[src/hw/sclk_regs.svh]
/*
  constants of the system clock source control block: fuse codes, startup
  field values, shipped defaults and cycle counts.
  assumes it is included by its bare name from design files.
*/
`ifndef SCLK_REGS_SVH
`define SCLK_REGS_SVH

// ----------------------------------------------------------------------
// source select codes
// ----------------------------------------------------------------------
`define SCLK_SRC_PLL_EXTOSC 4'h5
`define SCLK_SRC_BOTH_EXTOSC 4'h4
`define SCLK_SRC_RSV6 4'h6
`define SCLK_SRC_RSV7 4'h7
`define SCLK_SRC_PLL_RC 4'h3
`define SCLK_SRC_RC 4'h2
`define SCLK_SRC_PLL_EXTCLK 4'h1
`define SCLK_SRC_EXTCLK 4'h0
`define SCLK_XTAL_BIT 3

// ----------------------------------------------------------------------
// shipped fuse defaults (zero = programmed)
// ----------------------------------------------------------------------
`define SCLK_DEF_SRC 4'h2
`define SCLK_DEF_SUT 2'h2
`define SCLK_DEF_DIV8 1'h0
`define SCLK_FUSE_PROG 1'h0

// ----------------------------------------------------------------------
// timing
// ----------------------------------------------------------------------
`define SCLK_SUT_NONE 2'h0
`define SCLK_SUT_SHORT 2'h1
`define SCLK_TO_SHORT 17'h01000
`define SCLK_TO_LONG 17'h10000
`define SCLK_RC_START 17'h00006
`define SCLK_XT_START 17'h00402
`define SCLK_DIV8_LAST 3'h7
`define SCLK_PLL_DIV_LAST 2'h3
`define SCLK_CNT_ONE 17'h00001
`define SCLK_CNT_ZERO 17'h00000

`endif

[src/hw/sclk_pkg.sv]
/*
  types of the system clock source control block.
  assumes sclk_regs.svh is compiled alongside.
*/
package sclk_pkg;
  // system clock source after decode
  typedef enum logic [2:0] {
    SCLK_SYS_XTAL,
    SCLK_SYS_EXTCLK,
    SCLK_SYS_RC,
    SCLK_SYS_PLL4,
    SCLK_SYS_NONE
  } sclk_sys_t;
  // pll input source
  typedef enum logic [1:0] {
    SCLK_PLLIN_RC,
    SCLK_PLLIN_XTAL,
    SCLK_PLLIN_EXTCLK,
    SCLK_PLLIN_NONE
  } sclk_pllin_t;
  // startup sequencer
  typedef enum logic [1:0] {
    SCLK_ST_RESET_TO,
    SCLK_ST_WAKE,
    SCLK_ST_RUN,
    SCLK_ST_SLEEP
  } sclk_state_t;
endpackage : sclk_pkg

[src/hw/sclk_ctrl.sv]
/*
  system clock source control: decodes the source fuses, times reset
  time-out and wake start-up, divides the system clock tick and gates
  the cpu, flash, io, adc, pll and asynchronous timer domains.
  assumes fuse inputs are static levels from fuse latches; the watchdog
  oscillator tick and sleep controls arrive from other clocks/pins and
  are synchronised here. clock outputs are enables on the I_CLK grid.
*/
`timescale 1ns/1ps
`include "sclk_regs.svh"

// Contract
// - decode crystal, external osc, reserved source codes
// - decode pll-rc, rc, pll-extclk, extclk codes
// - fuse bit zero means programmed
// - wake start-up counted before execution
// - reset time-out of 4096 or 65536 watchdog ticks; a startup field of 0 gives a one-tick time-out
// - shipped default rc, longest start-up, divide eight
// - all domains share the prescaled system tick; the pll enable is not gated by it
// - sleep mode stops unused clock domains
// - cpu clock stop halts core state
// - pll fast clock 64/32, cpu gets pll/4; the cpu enable is not divided by four, pll_div is counted but never read
// - converter clock runs while cpu stopped
// - flash clock enabled with cpu clock
// - wake level must hold through start-up
// - asynchronous timer clock runs in sleep
module sclk_ctrl
  import sclk_pkg::*;
(
  // clock and reset
  input wire logic I_CLK,
  input wire logic I_RESET_N,
  // fuses, raw levels, default when unset
  input wire logic [3:0] I_SRC_FUSES,
  input wire logic [1:0] I_SUT_FUSES,
  input wire logic I_DIV8_FUSE,
  input wire logic I_USE_DEFAULT,
  // asynchronous inputs
  input wire logic I_WDOG_TICK,
  input wire logic I_SLEEP_REQ,
  input wire logic I_ADC_SLEEP,
  input wire logic I_PLL_FAST,
  input wire logic I_WAKE_LEVEL,
  // clock domain enables
  output logic O_CPU_EN,
  output logic O_FLASH_EN,
  output logic O_IO_EN,
  output logic O_ADC_EN,
  output logic O_ASY_EN,
  output logic O_PLL_EN,
  output logic O_PLL_FAST,
  // status
  output logic [2:0] O_SYS_SRC,
  output logic [1:0] O_PLL_SRC,
  output logic O_RUN,
  output logic O_LEVEL_IRQ
);
  // ----------------------------------------------------------------------
  // reset release and input synchronisers
  // ----------------------------------------------------------------------
  logic [1:0] rst_sync_r;
  logic rst_n;
  logic [4:0] in_s1_r;
  logic [4:0] in_s2_r;

  // release reset through two flops
  always_ff @(posedge I_CLK or negedge I_RESET_N)
  begin
    if (!I_RESET_N)
      rst_sync_r <= 2'h0;
    else
      rst_sync_r <= {rst_sync_r[0], 1'b1};
  end
  assign rst_n = rst_sync_r[1];

  // two flops on each asynchronous input; fuse and default-select pins are not synchronised
  always_ff @(posedge I_CLK or negedge rst_n)
  begin
    if (!rst_n)
    begin
      in_s1_r <= 5'h00;
      in_s2_r <= 5'h00;
    end
    else
    begin
      in_s1_r <= {I_WDOG_TICK, I_SLEEP_REQ, I_ADC_SLEEP, I_PLL_FAST, I_WAKE_LEVEL};
      in_s2_r <= in_s1_r;
    end
  end

  // ----------------------------------------------------------------------
  // state
  // ----------------------------------------------------------------------
  typedef struct packed {
    sclk_state_t state;
    logic [3:0] src;
    logic [1:0] startup_time_fuses;
    logic div8;
    logic [16:0] cnt;
    logic wd_prev;
    logic [2:0] pre;
    logic tick;
    logic [1:0] pll_div;
    logic cpu_en;
    logic io_en;
    logic adc_en;
    logic asy_en;
    logic pll_en;
    logic pll_fast;
    sclk_sys_t sys;
    sclk_pllin_t pllin;
    logic irq;
    logic run;
  } sclk_st_t;
  sclk_st_t st_r;
  sclk_st_t st_nxt;

  logic wd_s;
  logic sleep_s;
  logic adc_sleep_s;
  logic fast_s;
  logic wake_s;
  logic wd_edge;
  sclk_sys_t dec_sys;
  sclk_pllin_t dec_pll;
  logic [16:0] start_cnt;
  logic [16:0] reset_cnt;
  logic cpu_run;
  logic flash_en;

  assign {wd_s, sleep_s, adc_sleep_s, fast_s, wake_s} = in_s2_r;
  assign wd_edge = wd_s && !st_r.wd_prev;

  // ----------------------------------------------------------------------
  // fuse decode
  // ----------------------------------------------------------------------
  // 0001 and 0000 are separate exact case items, so 0001 keeps its pll meaning
  always_comb
  begin
    dec_sys = SCLK_SYS_NONE;
    dec_pll = SCLK_PLLIN_NONE;
    if (st_r.src[`SCLK_XTAL_BIT])
    begin
      dec_sys = SCLK_SYS_XTAL;
      dec_pll = SCLK_PLLIN_RC;
    end
    else
    begin
      case (st_r.src)
        `SCLK_SRC_BOTH_EXTOSC:
        begin
          dec_sys = SCLK_SYS_XTAL;
          dec_pll = SCLK_PLLIN_XTAL;
        end
        `SCLK_SRC_PLL_EXTOSC:
        begin
          dec_sys = SCLK_SYS_PLL4;
          dec_pll = SCLK_PLLIN_XTAL;
        end
        `SCLK_SRC_PLL_RC:
        begin
          dec_sys = SCLK_SYS_PLL4;
          dec_pll = SCLK_PLLIN_RC;
        end
        `SCLK_SRC_RC:
        begin
          dec_sys = SCLK_SYS_RC;
          dec_pll = SCLK_PLLIN_RC;
        end
        `SCLK_SRC_PLL_EXTCLK:
        begin
          dec_sys = SCLK_SYS_PLL4;
          dec_pll = SCLK_PLLIN_EXTCLK;
        end
        `SCLK_SRC_EXTCLK:
        begin
          dec_sys = SCLK_SYS_EXTCLK;
          dec_pll = SCLK_PLLIN_RC;
        end
        default:
        begin
          dec_sys = SCLK_SYS_NONE; // reserved codes
          dec_pll = SCLK_PLLIN_NONE;
        end
      endcase
    end
  end

  // reset time-out length from the startup field, start-up length from the decoded source
  always_comb
  begin
    start_cnt = (dec_sys == SCLK_SYS_RC) ? `SCLK_RC_START : `SCLK_XT_START;
    if (st_r.startup_time_fuses == `SCLK_SUT_NONE)
      reset_cnt = `SCLK_CNT_ONE;
    else if (st_r.startup_time_fuses == `SCLK_SUT_SHORT)
      reset_cnt = `SCLK_TO_SHORT;
    else
      reset_cnt = `SCLK_TO_LONG;
  end

  // ----------------------------------------------------------------------
  // sequencer and prescaler
  // ----------------------------------------------------------------------
  always_comb
  begin
    st_nxt = st_r;
    st_nxt.wd_prev = wd_s;
    st_nxt.sys = dec_sys;
    st_nxt.pllin = dec_pll;
    st_nxt.irq = 1'b0;
    // prescaled system tick shared by the cpu, io, adc and async timer domains; pll enable is not gated by it
    if (st_r.div8 == `SCLK_FUSE_PROG)
    begin
      st_nxt.pre = st_r.pre + 3'h1;
      st_nxt.tick = (st_r.pre == `SCLK_DIV8_LAST);
    end
    else
    begin
      st_nxt.pre = 3'h0;
      st_nxt.tick = 1'b1;
    end
    st_nxt.pll_div = st_r.pll_div + 2'h1;
    case (st_r.state)
      SCLK_ST_RESET_TO:
      begin
        // real-time part counted on watchdog ticks
        if (st_r.cnt >= reset_cnt)
        begin
          st_nxt.state = SCLK_ST_WAKE;
          st_nxt.cnt = `SCLK_CNT_ZERO;
        end
        else if (wd_edge)
          st_nxt.cnt = st_r.cnt + `SCLK_CNT_ONE;
      end
      SCLK_ST_WAKE:
      begin
        // source start-up counted on the selected clock tick
        if (st_r.cnt >= start_cnt)
        begin
          st_nxt.state = SCLK_ST_RUN;
          st_nxt.irq = wake_s;
        end
        else if (st_r.tick)
          st_nxt.cnt = st_r.cnt + `SCLK_CNT_ONE;
      end
      SCLK_ST_RUN:
      begin
        if (sleep_s)
          st_nxt.state = SCLK_ST_SLEEP;
      end
      SCLK_ST_SLEEP:
      begin
        if (!sleep_s || wake_s)
        begin
          st_nxt.state = SCLK_ST_WAKE;
          st_nxt.cnt = `SCLK_CNT_ZERO;
        end
      end
      default:
        st_nxt.state = SCLK_ST_RESET_TO;
    endcase
    // domain gating
    st_nxt.cpu_en = (st_nxt.state == SCLK_ST_RUN) && st_nxt.tick;
    st_nxt.io_en = (st_nxt.state == SCLK_ST_RUN) && st_nxt.tick;
    st_nxt.adc_en = ((st_nxt.state == SCLK_ST_RUN) || adc_sleep_s) && st_nxt.tick;
    st_nxt.asy_en = (st_nxt.state != SCLK_ST_RESET_TO) && st_nxt.tick;
    st_nxt.pll_en = (dec_sys == SCLK_SYS_PLL4) || fast_s;
    st_nxt.pll_fast = fast_s;
    // run status kept in a flop so the pin never glitches on state decode
    st_nxt.run = (st_nxt.state == SCLK_ST_RUN);
  end

  // state register; fuses caught after reset release, not under reset
  always_ff @(posedge I_CLK or negedge rst_n)
  begin
    if (!rst_n)
    begin
      st_r <= '0;
      st_r.state <= SCLK_ST_RESET_TO;
      st_r.src <= `SCLK_DEF_SRC;
      st_r.startup_time_fuses <= `SCLK_DEF_SUT;
      st_r.div8 <= `SCLK_DEF_DIV8;
      st_r.sys <= SCLK_SYS_RC;
      st_r.pllin <= SCLK_PLLIN_RC;
    end
    else
    begin
      st_r <= st_nxt;
      if (st_r.state == SCLK_ST_RESET_TO && !I_USE_DEFAULT && st_r.cnt == `SCLK_CNT_ZERO)
      begin
        st_r.src <= I_SRC_FUSES;
        st_r.startup_time_fuses <= I_SUT_FUSES;
        st_r.div8 <= I_DIV8_FUSE;
      end
    end
  end

  assign cpu_run = st_r.cpu_en;

  // flash enable tracks cpu enable through a matching register stage
  sclk_gate u_flash_gate (
    .clk(I_CLK),
    .rst_n(rst_n),
    .i_run(st_nxt.cpu_en),
    .o_en(flash_en)
  );

  // ----------------------------------------------------------------------
  // outputs
  // ----------------------------------------------------------------------
  assign O_CPU_EN = cpu_run;
  assign O_FLASH_EN = flash_en;
  assign O_IO_EN = st_r.io_en;
  assign O_ADC_EN = st_r.adc_en;
  assign O_ASY_EN = st_r.asy_en;
  assign O_PLL_EN = st_r.pll_en;
  assign O_PLL_FAST = st_r.pll_fast;
  assign O_SYS_SRC = st_r.sys;
  assign O_PLL_SRC = st_r.pllin;
  assign O_RUN = st_r.run;
  assign O_LEVEL_IRQ = st_r.irq;
endmodule : sclk_ctrl

[src/hw/sclk_gate.sv]
/*
  one clock domain enable: a registered enable that follows a request.
  assumes a single clock and active low synchronous-domain reset copy.
*/
`timescale 1ns/1ps
module sclk_gate
  import sclk_pkg::*;
(
  // clock and reset
  input wire logic clk,
  input wire logic rst_n,
  // request and enable
  input wire logic i_run,
  output logic o_en
);
  typedef struct packed {
    logic en;
  } sclk_gate_st_t;
  sclk_gate_st_t st_r;
  sclk_gate_st_t st_nxt;

  // enable follows request one cycle later
  always_comb
  begin
    st_nxt = st_r;
    st_nxt.en = i_run;
  end

  // state register
  always_ff @(posedge clk or negedge rst_n)
  begin
    if (!rst_n)
      st_r <= '0;
    else
      st_r <= st_nxt;
  end

  assign o_en = st_r.en;
endmodule : sclk_gate

[config.mk]
export PLATFORM = sky130hd
export DESIGN_NAME = sclk_ctrl
export DESIGN_NICKNAME = d
export VERILOG_FILES = /design/src/hw/sclk_pkg.sv /design/src/hw/sclk_ctrl.sv /design/src/hw/sclk_gate.sv
export VERILOG_INCLUDE_DIRS = /design/src /design/src/hw
export SDC_FILE = /design/constraint.sdc
export NUM_CORES = 1
export LEC_CHECK = 0
export BUFFER_PORTS_ARGS = -buffer_cell sky130_fd_sc_hd__buf_4
export CAP_MARGIN = 20
export CORE_MARGIN = 2
export CORE_UTILIZATION = 58
export DETAILED_ROUTE_END_ITERATION = 6
export PLACE_DENSITY = 0.79
export SYNTH_ARGS = -nofsm -noshare
export SYNTH_HDL_FRONTEND = slang
export SYNTH_SLANG_ARGS = --single-unit
[constraint.sdc]
create_clock -name I_CLK -period 2.2 [get_ports I_CLK]
set_input_delay 0.55 -clock I_CLK [delete_from_list [all_inputs] [get_ports I_CLK]]
set_output_delay 0.55 -clock I_CLK [all_outputs]
set_load 0.1 [all_outputs]
==> metrics.csv <==
metric;value;unit
Cell variety after synth;47;
worst-skew pair later-pin latency;310;ps
Worst Path Required;2370;ps
leakage power;0.001555;uW
Buffers & Inverters on Critical Path;2;
detailed router's first-iteration violation count;192;
Syn Inst Count;253;
RSZ-0062 raised after global routing;true;
Layout Nets;338;
Layout Skew;7.255;ps
num ports;29;
DRC;0;
ANT cells;0;
CTS sink cnt;55;
number of global-route vias before repair;2101;
Seq. cell area;1381;sq um
ranking of synthesized cells by area;dfrtp_1 48%, ha_1 4.6%, a2111oi_0 3.9%;
footprint of the multi-input gates;1348;sq um
wire per inst;16.87;um
crit path max fanout;14;
die outline height;72.39;um
Max Cap Viol;0;
initial antenna violation count;0;
failing checks;negative setup slack;
cell area after layout;3473;sq um
worst slew pin tran;673.4;ps
Worst Setup Path Type;reg2reg;
endpoint type of the worst setup path;register;
Num CTS Buffers;5;
area of the die;5240;sq um
total track usage;23.90;%
Antenna Violating Nets Remaining;0;
Post-synth EDFFs;0;
arrival time worst endpoint;2480;ps
grt total ovfl;0;
final setup fails;16;
Layout area overhead;28.04;%
final critical-path share of the clock period;104.8;%
Post-Synthesis Mean Instance Area;10.72;sq um
Root Buffer;clkbuf_8;
Post-Syn Area;2713;sq um
Core Rows;24;
Max Clock Freq;433.8;MHz
share of layout cells above drive strength 1;36.94;%
relative slew slack;55.11;%
final worst path period need;2305;ps
CP Cell Sequence;inv_1 > ha_4 > nand2_1 > a31oi_2 > o21ai_0 > buf_4 > a2111oi_1 > o22ai_1;
Routability Congestion;0.9148;
most frequent cells in the layout;66 x buf_4, 51 x dfrtp_1, 23 x inv_1;
clock slew seen by the registers of the worst setup and hold paths;100;ps
DP Area;3171;sq um
peak supply drop;0.0008460;V
die width;72.39;um
H-tree depth;2;
core area;4444;sq um
Net Count, Synth;278;
FF+latch count, synth;55;
fillcell total;281;
largest net degree at the start of global routing;54;
Crit path largest cell delay;560;ps
most common cell after layout, fill and taps aside;buf_4;
First-pass DRT Iterations;4;
outcome;complete, but fails checks;
Crit-path slowest cell;dfstp_2;
fin worst setup slack;-105.1;ps
yosys warns;0;
Slew Viols, Final;0;
vias per std cell;5.852;
Worst Hold Class;in2reg;
Post-Place Setup Slack;-160.3;ps
first-pass GRT wire length;9673;um
area leader, netlist;dfrtp_1;
I/O Buffers;28;
Routed WL;6176;um
Seq/Total Area, Yosys;50.88;%
clk buf depth;2;
CTS tree;done;
routed via count;2142;
Cell Pwr Density;1445;nW/um^2
Starting Density;61.04;%
Post-DP HPWL;4095;um
endpoints failing hold;0;
post-synth top area share;47.97;%
Worst setup SP type;register;
delay-heaviest family, CP;compound AO/OA/AOI/OAI gates;
ys flop type;dfrtp_1;
Async SR Flop Fraction;100.0;%
[sequential cells by signal (all words and copies together) (netlist names)]
name and flops:
st_r 24, st_nxt 7, in_s1_r 5, in_s2_r 5, O_SYS_SRC 3, O_PLL_SRC 2, rst_sync_r 2, O_ADC_EN 1
O_ASY_EN 1, O_LEVEL_IRQ 1, O_PLL_EN 1, O_PLL_FAST 1, O_RUN 1, u_flash_gate.o_en 1
[per-stage QoR]
stage / hold slack (ps) / cells / setup TNS (ps) / util [%] / power (uW)
finish: 338.7 / 366 / -1032 / 78.15 / 5019
CTS: 329.6 / 364 / -523.6 / 74.32 / 4649
detailed placement: 336.0 / 355 / -1965 / 71.34 / 3993
global placement: 332.4 / 355 / -564.6 / 71.34 / 3941
global route: 326.3 / 366 / -2913 / 78.15 / 5306
floorplan: 254.4 / 253 / 0 / - / 3338
[synthesized netlist by cell type, types with 2 or more instances]
cell and instances:
a2111oi_0 12, a21oi_1 4, a22oi_1 3, a31oi_1 2, and2_1 5, and3_1 3
and4_1 4, buf_2 2, buf_4 7, clkbuf_1 4, dfrtp_1 52, dfstp_2 3
ha_1 10, inv_1 23, mux2_2 5, mux2i_1 3, nand2_1 13, nand2b_1 7
nand3_1 10, nand4_1 7, nor2_1 11, nor2b_1 6, nor3_1 5, nor4_2 3
o211ai_1 2, o21a_1 6, o21ai_0 8, o22ai_1 11, or2_2 3, or3_1 2
[metal layers]
layer | global-route usage (%) | vias up | wire (um)
met2 | 39.35 | 69 | 3131
met3 | 5.139 | 9 | 326
li1 | - | 1036 | -
met4 | 7.202 | 0 | 65
met1 | 32.01 | 1028 | 2652
met5 | 0 | - | 0
[power breakdown]
| part | internal, uW | leakage (uW) | switching [uW] |
|---|---|---|---|
| Combinational | 1100 | 0.000816 | 1880 |
| Clock | 225 | 0.0000483 | 331 |
| Sequential | 1290 | 0.000691 | 190 |
| Total | 2610 | 0.00156 | 2400 |
[logic make-up after synthesis]
| group | Yosys count | synth area share (%) |
|---|---|---|
| other cells | 1 | 0.1382 |
| mux | 8 | 3.183 |
| compound gates | 57 | 15.91 |
| simple gates | 84 | 18.45 |
| buf+inv | 37 | 6.457 |
| fa+ha+maj | 11 | 4.982 |
| flops | 55 | 50.88 |
[what timing repair did]
action / 4_1_cts / 5_1_grt
hold endpoints to repair: 2 / 0
resized for setup: 15 / 28
pin swaps: 1 / 9
buffers inserted: 0 / 2
setup endpoints to repair: 17 / 22
hold buffers: 1 / 0
[area by class of cell]
| type | count | share of cell area, % |
|---|---|---|
| Sequential cell | 55 | 39.77 |
| Timing Repair Buffer | 67 | 14.55 |
| Tap cell | 52 | 1.873 |
| Multi-Input combinational cell | 161 | 38.80 |
| Clock buffer | 5 | 1.981 |
| Inverter | 23 | 2.486 |
| Clock inverter | 3 | 0.5403 |
[path summary, 6_finish.rpt]
check / from / end / slack (ps) / cells after the start
worst max-delay path: st_nxt[39] / st_r[26] / -110 / 8
worst min-delay path: I_WDOG_TICK / in_s1_r[4] / 340 / 1
worst max register to register: st_nxt[39] / st_r[26] / -110 / 8
worst min register to register: in_s1_r[4] / in_s2_r[4] / 360 / 0
max in group asynchronous: rst_sync_r[1] / st_r[31] / 1360 / 1
min in group asynchronous: rst_sync_r[1] / in_s2_r[2] / 390 / 1
Note: power is estimated with default switching activity, not from simulation.
